[src/drop_count_pkg.sv]
// Purpose: shared constants and types for the queue drop statistics bank
// Assumes: APB with 32-bit data, each printed offset is a word index
// Notes: byte address equals four times the index
package drop_count_pkg;
    localparam int unsigned QUEUES = 128;
    localparam int unsigned QUEUE_W = 7;
    localparam int unsigned COUNT_W = 24;
    localparam int unsigned ADDR_W = 16;
    localparam int unsigned IDX_W = 14;
    // Word indices as printed
    localparam logic [IDX_W-1:0] REC_BASE_IDX = 14'h3000;
    localparam logic [IDX_W-1:0] REC_END_IDX = 14'h3200;
    localparam logic [1:0] WORD_HI_IDX = 2'h0;
    localparam logic [1:0] WORD_LO_IDX = 2'h2;
    localparam logic [IDX_W-1:0] CTRL_IDX = 14'h0112;
    // Field positions of the record words and the control register
    localparam int unsigned HI_LSB = 0;
    localparam int unsigned HI_W = 8;
    localparam int unsigned OVF_BIT = 8;
    localparam int unsigned CLP0_BIT = 9;
    localparam int unsigned LO_W = 16;
    localparam int unsigned COR_BIT = 12;
    localparam logic [COUNT_W-1:0] COUNT_RESET = 24'h000000;
    localparam logic [COUNT_W-1:0] COUNT_ONE = 24'h000001;

    typedef enum logic [1:0] {
        SRC_SDRAM = 2'h0,
        SRC_TX_BUFFER = 2'h1,
        SRC_PHY_FIFO = 2'h2
    } drop_source_e;

    typedef struct packed {
        logic [QUEUE_W-1:0] queue;
        logic clp0;
        drop_source_e source;
    } drop_event_s;

    typedef struct packed {
        logic clp0_flag;
        logic overflow_flag;
        logic [COUNT_W-1:0] count;
    } drop_record_s;

    localparam int unsigned REC_W = $bits(drop_record_s);
endpackage : drop_count_pkg

[src/record_memory.sv]
// Purpose: storage for the per-queue drop records
// Assumes: one address port shared by read and write, on one clock
// Notes: read data is registered, one cycle after the address
`timescale 1ns/1ns
`default_nettype none
module record_memory #(
    parameter int unsigned DEPTH = 128,
    parameter int unsigned ADDR_W = 7,
    parameter int unsigned WIDTH = 26
) (
    // Clock
    input wire logic pclk,
    // Access
    input wire logic [ADDR_W-1:0] addr,
    input wire logic we,
    input wire logic [WIDTH-1:0] wdata,
    output logic [WIDTH-1:0] rdata_q
);
    logic [WIDTH-1:0] mem [DEPTH];

    always_ff @(posedge pclk) begin
        if (we) begin
            mem[addr] <= wdata;
        end
        rdata_q <= mem[addr];
    end
endmodule : record_memory
`default_nettype wire

[src/record_update.sv]
// Purpose: next value of one record when a cell drop is reported
// Assumes: purely combinational
// Notes: drops at the PHY FIFO leave the record untouched
`timescale 1ns/1ns
`default_nettype none
module record_update
    import drop_count_pkg::*;
(
    // Inputs
    input wire drop_event_s drop,
    input wire drop_record_s cur,
    // Result
    output var drop_record_s nxt
);
    logic counted;

    always_comb begin
        nxt = cur;
        counted = (drop.source == SRC_SDRAM) ||
                  (drop.source == SRC_TX_BUFFER);
        if (counted) begin
            nxt.count = cur.count + COUNT_ONE;
            if (cur.count == {COUNT_W{1'b1}}) begin
                nxt.overflow_flag = 1'b1;
            end
            if (drop.clp0) begin
                nxt.clp0_flag = 1'b1;
            end
        end
    end
endmodule : record_update
`default_nettype wire

[src/queue_drop_counters.sv]
// Purpose: bank of per-queue dropped cell records behind APB
// Assumes: drop events are synchronous to pclk, one per handshake
// Notes: records are cleared by a sweep after reset, ready low meanwhile
`timescale 1ns/1ns
`default_nettype none
module queue_drop_counters
    import drop_count_pkg::*;
#(
    parameter int unsigned NUM_QUEUES = QUEUES
) (
    // Clock and reset
    input wire logic pclk,
    input wire logic presetn,
    // APB slave
    input wire logic psel,
    input wire logic penable,
    input wire logic pwrite,
    input wire logic [ADDR_W-1:0] paddr,
    input wire logic [31:0] pwdata,
    output logic [31:0] prdata,
    output logic pready,
    output logic pslverr,
    // Drop events from the queue manager
    input wire logic drop_valid,
    input wire drop_event_s drop_event,
    output logic drop_ready
);

    ////////////////////////////////////////////////////////////////////////
    typedef enum logic [4:0] {
        ST_INIT = 5'h01,
        ST_IDLE = 5'h02,
        ST_EVENT = 5'h04,
        ST_BUS_ACC = 5'h08,
        ST_BUS_DONE = 5'h10
    } state_e;

    state_e state_q, state_d;
    logic [QUEUE_W-1:0] addr_q, addr_d;
    drop_event_s event_q, event_d;
    logic clear_on_read_q, clear_on_read_d;
    logic [31:0] prdata_q, prdata_d;
    logic err_q, err_d;
    logic mem_we;
    logic [QUEUE_W-1:0] mem_addr;
    drop_record_s mem_wdata, mem_rdata, upd_rec;

    ////////////////////////////////////////////////////////////////////////
    // Address decode
    logic [IDX_W-1:0] idx, rel;
    logic aligned, hit_rec, hit_ctrl, is_lo;
    logic [QUEUE_W-1:0] bus_queue;

    always_comb begin
        idx = paddr[ADDR_W-1:2];
        rel = idx - REC_BASE_IDX;
        aligned = (paddr[1:0] == 2'h0);
        hit_rec = aligned && (idx >= REC_BASE_IDX) && (idx < REC_END_IDX)
                  && ((rel[1:0] == WORD_HI_IDX) || (rel[1:0] == WORD_LO_IDX))
                  && (32'(rel[IDX_W-1:2]) < NUM_QUEUES);
        hit_ctrl = aligned && (idx == CTRL_IDX);
        is_lo = (rel[1:0] == WORD_LO_IDX);
        bus_queue = rel[QUEUE_W+1:2];
    end

    ////////////////////////////////////////////////////////////////////////
    record_memory #(
        .DEPTH(NUM_QUEUES),
        .ADDR_W(QUEUE_W),
        .WIDTH(REC_W)
    ) u_mem (
        .pclk(pclk),
        .addr(mem_addr),
        .we(mem_we),
        .wdata(mem_wdata),
        .rdata_q(mem_rdata)
    );

    record_update u_update (
        .drop(event_q),
        .cur(mem_rdata),
        .nxt(upd_rec)
    );

    ////////////////////////////////////////////////////////////////////////
    // Sequencer: memory is shared, so bus and drops take turns
    always_comb begin
        state_d = state_q;
        addr_d = addr_q;
        event_d = event_q;
        clear_on_read_d = clear_on_read_q;
        prdata_d = prdata_q;
        err_d = err_q;
        mem_we = 1'b0;
        mem_addr = addr_q;
        mem_wdata = mem_rdata;
        drop_ready = 1'b0;
        pready = 1'b0;
        case (state_q)
            ST_INIT: begin
                mem_we = 1'b1;
                mem_wdata = '0;
                addr_d = addr_q + 7'h01;
                if (32'(addr_q) == NUM_QUEUES - 1) begin
                    addr_d = '0;
                    state_d = ST_IDLE;
                end
            end
            ST_IDLE: begin
                // Bus first: an APB access is short, drops wait on ready
                drop_ready = !psel;
                if (psel) begin
                    err_d = !(hit_rec || hit_ctrl);
                    prdata_d = '0;
                    addr_d = bus_queue;
                    mem_addr = bus_queue;
                    state_d = hit_rec ? ST_BUS_ACC : ST_BUS_DONE;
                end else if (drop_valid) begin
                    event_d = drop_event;
                    addr_d = drop_event.queue;
                    mem_addr = drop_event.queue;
                    state_d = ST_EVENT;
                end
            end
            ST_EVENT: begin
                mem_we = 1'b1;
                mem_wdata = upd_rec;
                state_d = ST_IDLE;
            end
            ST_BUS_ACC: begin
                if (is_lo) begin
                    prdata_d = {16'h0000, mem_rdata.count[LO_W-1:0]};
                end else begin
                    prdata_d = '0;
                    prdata_d[HI_LSB +: HI_W] = mem_rdata.count[COUNT_W-1:LO_W];
                    prdata_d[OVF_BIT] = mem_rdata.overflow_flag;
                    prdata_d[CLP0_BIT] = mem_rdata.clp0_flag;
                end
                state_d = ST_BUS_DONE;
            end
            ST_BUS_DONE: begin
                // Completes only in the access phase of the master
                pready = penable;
                if (penable) begin
                    state_d = ST_IDLE;
                end
                if (penable && hit_ctrl && pwrite) begin
                    clear_on_read_d = pwdata[COR_BIT];
                end
                if (hit_ctrl && !pwrite) begin
                    prdata_d = '0;
                end
                if (penable && hit_rec && pwrite) begin
                    mem_we = 1'b1;
                    if (is_lo) begin
                        mem_wdata.count[LO_W-1:0] = pwdata[LO_W-1:0];
                    end else begin
                        mem_wdata.count[COUNT_W-1:LO_W] =
                            pwdata[HI_LSB +: HI_W];
                        mem_wdata.overflow_flag = pwdata[OVF_BIT];
                        mem_wdata.clp0_flag = pwdata[CLP0_BIT];
                    end
                end else if (penable && hit_rec && clear_on_read_q) begin
                    mem_we = 1'b1;
                    mem_wdata.overflow_flag = 1'b0;
                    mem_wdata.clp0_flag = 1'b0;
                end
            end
            default: begin
                state_d = ST_IDLE;
            end
        endcase
    end

    // Control register read shows the clear-on-read setting
    logic [31:0] ctrl_word;
    always_comb begin
        ctrl_word = '0;
        ctrl_word[COR_BIT] = clear_on_read_q;
    end

    assign prdata = (state_q == ST_BUS_DONE && hit_ctrl) ? ctrl_word
                                                         : prdata_q;
    assign pslverr = (state_q == ST_BUS_DONE) && penable && err_q;

    always_ff @(posedge pclk or negedge presetn) begin
        if (!presetn) begin
            state_q <= ST_INIT;
            addr_q <= '0;
            event_q <= '0;
            clear_on_read_q <= 1'b0;
            prdata_q <= '0;
            err_q <= 1'b0;
        end else begin
            state_q <= state_d;
            addr_q <= addr_d;
            event_q <= event_d;
            clear_on_read_q <= clear_on_read_d;
            prdata_q <= prdata_d;
            err_q <= err_d;
        end
    end
endmodule : queue_drop_counters
`default_nettype wire

[config.mk]
export PLATFORM = sky130hd
export DESIGN_NAME = queue_drop_counters
export DESIGN_NICKNAME = d
export VERILOG_FILES = /design/src/drop_count_pkg.sv /design/src/record_memory.sv /design/src/record_update.sv /design/src/queue_drop_counters.sv
export SDC_FILE = /design/constraint.sdc
export NUM_CORES = 2
export LEC_CHECK = 0
export ABC_AREA = 1
export BUFFER_PORTS_ARGS = -buffer_cell sky130_fd_sc_hd__buf_2
export CAP_MARGIN = 20
export CORE_MARGIN = 2
export CORE_UTILIZATION = 55
export CTS_CLUSTER_DIAMETER = 80
export CTS_CLUSTER_SIZE = 10
export DETAILED_ROUTE_END_ITERATION = 10
export GPL_ROUTABILITY_DRIVEN = 0
export PLACE_DENSITY = 0.71
export SKIP_LAST_GASP = 1
export SLEW_MARGIN = 20
export SYNTH_ARGS = -nofsm -noshare
export SYNTH_HDL_FRONTEND = slang
export SYNTH_HIERARCHICAL = 1
export SYNTH_SLANG_ARGS = --single-unit
[constraint.sdc]
create_clock -name pclk -period 5.6 [get_ports pclk]
set_input_delay 0.56 -clock pclk [delete_from_list [all_inputs] [get_ports pclk]]
set_output_delay 0.56 -clock pclk [all_outputs]
set_load 0.005 [all_outputs]
### Yosys cells after proc, flatten, opt, wreduce, memory -nomap -nowiden

Memories as Yosys holds them, arrays and structs flattened. A register that Yosys moved wholly into a read port is not among the register bits.
Index checks and enable logic that the tools add are counted.

* register bits after elaboration: 49
* memory bits (writable): 3328
* input bits: 64
* output and inout port bits: 35
* logic and storage cells: 93
* memories: 1

Memory list
* u_mem.mem: words 128, width 26, read ports 1, clocked after memory_dff 1, write ports 1, line record_memory.sv:19 `logic [WIDTH-1:0] mem [DEPTH];`

* add/sub/neg operators: 3
* magnitude comparators: 3
* equal/unequal tests: 15
* multiplexer cells: 32
* bitwise logic cells: 1
* reductions and logical operators: 31

Operator list (count)
* two-way mux 32 bit: 3
* case mux 32 bit (3 select lines): 1
* case mux 26 bit (3 select lines): 1
* two-way mux 16 bit: 2
* two-way mux 7 bit: 4
* two-way mux 26 bit: 1
* two-way mux 5 bit: 5
* adder 24 x 1 -> 24 bit (second input constant): 1
* equality test 24 bit (second input constant): 1
* two-way mux 24 bit: 1
* case mux 5 bit (4 select lines): 1
* equality test 14 x 9 -> 1 bit (second input constant): 1
* >= comparator 14 bit (second input constant): 1
* logical AND 1 bit: 14
* < comparator 14 bit (second input constant): 1
* case mux 7 bit (2 select lines): 1
* subtractor 14 bit (second input constant): 1
* < comparator 12 x 8 -> 1 bit (second input constant): 1
* two-way mux 10 bit: 1
* AND reduction 3 bit: 3
* two-way mux 1 bit: 8
* inequality test 2 bit (second input constant): 4
* adder 7 x 1 -> 7 bit (second input constant): 1
* equality test 7 bit (second input constant): 1
* 18 further kinds: 26

### Depth between registers and ports, before layout

* word-level depth: 12
* gate-level depth with buffers: 23
* depth with buffers taken out: 19

### Hierarchy

The synthesis kept the hierarchy.

Modules (own cells, without submodules)
* record_memory: instances 1, cells an instance 13890, area each 140721.2 um^2, sequential area each 100456.3 um^2
* queue_drop_counters: instances 1, cells an instance 553, area each 3359.5 um^2, sequential area each 1002.2 um^2
* record_update: instances 1, cells an instance 129, area each 827.0 um^2, sequential area each 0.0 um^2

### Worst setup path after synthesis

No wires, ideal clock.

* kind: input-to-reg
* start point: in paddr[1]
* end point: mem u_mem.mem[0][11], data pin
* library setup time: 0.907 ns
* data arrival time: 3.065 ns
* required time: 4.693 ns
* slack: 1.628 ns
* stages on the path: 9
* path buffers: 1
* path through: nor2_1 nand2_1 nor2_4 nand3_2 nor2_4 buf_6 nand2_1 nand3_1 nand3_1

RTL lines
* from (decl): line queue_drop_counters.sv:18 `input wire logic [ADDR_W-1:0] paddr,`
* to (decl): line record_memory.sv:19

### Worst setup path in the final report

* start point: reg state_q[3]
* end point: mem u_mem.mem[23][23] (enable)

* elaborated cells between the ends (all ways): 9
* those cells by class: eq/ne: 4; mux: 4; reduce/logical: 1

RTL lines
* from (decl): line queue_drop_counters.sv:38 `state_e state_q, state_d;`
* from (signal assigned): line queue_drop_counters.sv:195 `state_q <= state_d;`
* equality test 5 x 2 -> 1 bit: line queue_drop_counters.sv:99 `case (state_q)`
* two-way mux 7 bit: line queue_drop_counters.sv:99
* named net mem_addr[1]: line queue_drop_counters.sv:45 `logic [QUEUE_W-1:0] mem_addr;`

The timed path passes the listed nets, and every way through them passes these cells.

==> impl_results.rst <==
.. list-table::
   :header-rows: 1

   * - Metric
     - Value
   * - Number of standard cells after synthesis
     - approximately 15k
   * - Y dimension of the die
     - between 500 and 600 um
   * - Share of total power in combinational logic
     - 44.3%
   * - Largest fanout on the critical path
     - 21
   * - Relative max-transition margin
     - ~16%
   * - Area Growth Syn to Fin
     - 10.8%
   * - Path category of the worst min-delay check
     - input pin to flip-flop
   * - Type of the worst setup path
     - flip-flop to flip-flop
   * - CTS clk-pin slew, worst paths
     - roughly 60 ps
   * - Via count of the first global-routing pass
     - between 90k and 100k
   * - Total Neg Setup Slack
     - 0 ps
   * - Syn Std Cell Area
     - about 0.14 mm^2
   * - Vias per inst
     - between 5 and 6
   * - Final setup violation count
     - 0
   * - Mean instance size in the synthesized netlist
     - 9.94 um^2
   * - Number of failing hold endpoints at the final stage
     - 0
   * - Most frequent cell on the critical path
     - sky130_fd_sc_hd__buf_4
   * - Horizontal extent of the die
     - just over 500 um
   * - Fin nets
     - about 15k
   * - Cell class contributing the biggest share of worst-path delay
     - buffers and inverters
   * - Number of buffer and inverter stages on the critical path
     - 5
   * - Slowest stage delay, CP
     - about 450 ps
   * - Data required time at the worst endpoint
     - a little over 6000 ps
   * - Initial core utilization
     - between 50% and 60%
   * - Category of the worst setup path capture point
     - flip-flop
   * - Crit path DAT
     - roughly 5000 ps
   * - Std-Cell Core Area
     - around 0.26 mm^2
   * - First-pass GRT wire length
     - approximately 570 mm
   * - Least-Margin Pin Slew
     - 1240 ps
   * - Overall track demand over capacity in global routing
     - between 20% and 30%
   * - Clock network latency to the later pin of the worst-skew pair
     - 970 ps
   * - Critical-path cell list
     - nor2_2, nand3_2, inv_2, o21ai_0, o21ai_4, buf_12, buf_4, nand2_1, nor2_1, nand2_2, buf_4, nor2_2, buf_4
   * - Number of top-level pins
     - a little under 100
   * - Final slew viol count
     - 0
   * - HPWL after detailed placement
     - ~220 mm
   * - Internal Power
     - roughly 54 mW
   * - Clock network fraction of total power
     - 22.2%
   * - Number of antenna violations at the first check in global routing
     - 11
   * - Sequential cell fraction of total power
     - 33.5%
   * - Clock buffer count from CTS
     - between 300 and 400
   * - Commonest cells after routing, fill and taps aside
     - sky130_fd_sc_hd__nand2_1 (9508), sky130_fd_sc_hd__edfxtp_1 (3328), sky130_fd_sc_hd__clkbuf_16 (383)
   * - Total power per unit cell area
     - around 610 mW/mm^2
   * - Pin count of the biggest net entering global routing
     - between 150 and 200
   * - Antenna-violating nets left
     - 0
   * - Vias
     - 100k
   * - Clk sink count
     - ~3.4k
   * - Post-DR wirelength/cell
     - 21.4 um
   * - Total of max-cap violations
     - 0
   * - Final Skew
     - 99.0 ps
   * - Worst IR Drop VDD
     - 1.75 mV
   * - Reported leakage power
     - about 68 nW
   * - Total net switching power
     - around 44 mW
   * - Result of the run
     - finished clean
   * - Clock tree from TritonCTS
     - done
   * - Fmax achieved
     - 0.222 GHz
   * - Yosys Warn Count
     - 6
   * - First-pass detailed-route iteration total
     - 6
   * - Critical path launch point type
     - flip-flop
   * - Post-route DRC violation count
     - 0
   * - Die outline area
     - around 0.27 mm^2
   * - Number of DRC markers after the initial detailed-route iteration
     - between 10k and 15k
   * - Min cycle time layout
     - approximately 4500 ps
   * - Cell at the root of the clock tree
     - sky130_fd_sc_hd__clkbuf_16
   * - Final worst-path cycle share
     - 80.3%
   * - Total overflow reported by the global router
     - 0
   * - Final wirelength
     - ~400 mm
   * - Switching Fraction
     - 44.5%
   * - Number of buffers added on ports
     - 65
   * - Number of levels the H-tree was split into
     - 5
   * - Pre-CTS setup slack
     - between 1000 and 1500 ps
   * - Cell at the slowest stage of the critical path
     - sky130_fd_sc_hd__nand2_1
   * - # resized after CTS
     - 0
   * - Leading cell type in the layout, fill and taps excluded
     - sky130_fd_sc_hd__nand2_1
   * - Crit path setup slack, layout
     - around 1100 ps
   * - Maximum buffer depth of the clock tree
     - 4
   * - RSZ-0062 raised after global routing
     - false
   * - Core Rows
     - ~190
   * - Layout cells sized above 1
     - 6.98%
-- state kept, by name (all words and copies together), names as in the netlist --
register / cells
u_mem/rdata_q: 26
clear_on_read_q: 1
addr_q: 7
event_q: 2
u_mem/mem: 3328
err_q: 1
prdata_q: 16
state_q: 5
-- path summary, 6_finish.rpt --
check,from,endpoint,slack (ps),cells after the start
setup / recovery,state_q[3]$_DFFE_PN0P_,u_mem/mem[23][23]$_DFFE_PP_,1100,13
hold / removal,paddr[9],addr_q[5]$_DFFE_PN0P_,80,5
setup reg to reg,state_q[3]$_DFFE_PN0P_,u_mem/mem[23][23]$_DFFE_PP_,1100,13
hold reg to reg,prdata_q[11]$_DFFE_PN0P_,prdata_q[11]$_DFFE_PN0P_,470,2
max in group asynchronous,presetn,event_q[1]$_DFFE_PN0P_,4920,2
min in group asynchronous,presetn,addr_q[3]$_DFFE_PN0P_,210,2
-- tightest hold or removal path, delay by kind of cell --
| kind | cells | cell delay [ps] |
|---|---|---|
| compound gates | 3 | 270 |
| simple gates | 1 | 50 |
| buf+inv | 1 | 90 |
-- cell type report --
cell class | instances | area [um^2]
Multi-Input combinational cell | 10300 | 39900
Antenna cell | 6 | 15.0
Clock buffer | 430 | 9760
Sequential cell | 3386 | 101000
Inverter | 187 | 741
Timing Repair Buffer | 391 | 3690
Clock inverter | 27 | 517
Fill cell | 20300 | 102000
Tap cell | 3515 | 4400
-- per-layer routing --
layer	GRT usage (%)	vias up	wire length (um)
met3	4.77	638	44100
li1	-	46600	-
met5	0	-	34
met4	10.1	4	14100
met2	43.2	5335	173000
met1	42.5	47400	158000
-- power groups by stage --
stage	combinational, mW	clock, mW	sequential (mW)
2_1_floorplan	25.9	0	33.8
3_3_place_gp	41.7	0	33.2
3_5_place_dp	42.1	0	33.2
4_1_cts	42.4	21.9	32.7
5_1_grt	46.9	22.8	32.7
6_report	43.3	21.7	32.7
-- what timing repair did --
action / CTS / global route
hold buffers: 12 / 0
setup endpoints to repair: 0 / 0
buffers inserted: 0 / 0
hold endpoints to repair: 38 / 0
-- per-stage QoR --
step / instances / instance area, um^2 / total power [mW] / hold WS [ps] / util [%]
2_1_floorplan: 14600 / 145000 / 59.8 / 264 / -
3_3_place_gp: 17700 / 150000 / 74.8 / 458 / 57.2
3_5_place_dp: 17700 / 150000 / 75.3 / 461 / 57.2
4_1_cts: 18200 / 160000 / 97.0 / 12.8 / 61.2
5_1_grt: 18200 / 160000 / 102 / 104 / 61.2
6_report: 18200 / 160000 / 97.7 / 84.0 / 61.2
No activity file was read; power rests on OpenSTA's default activity.
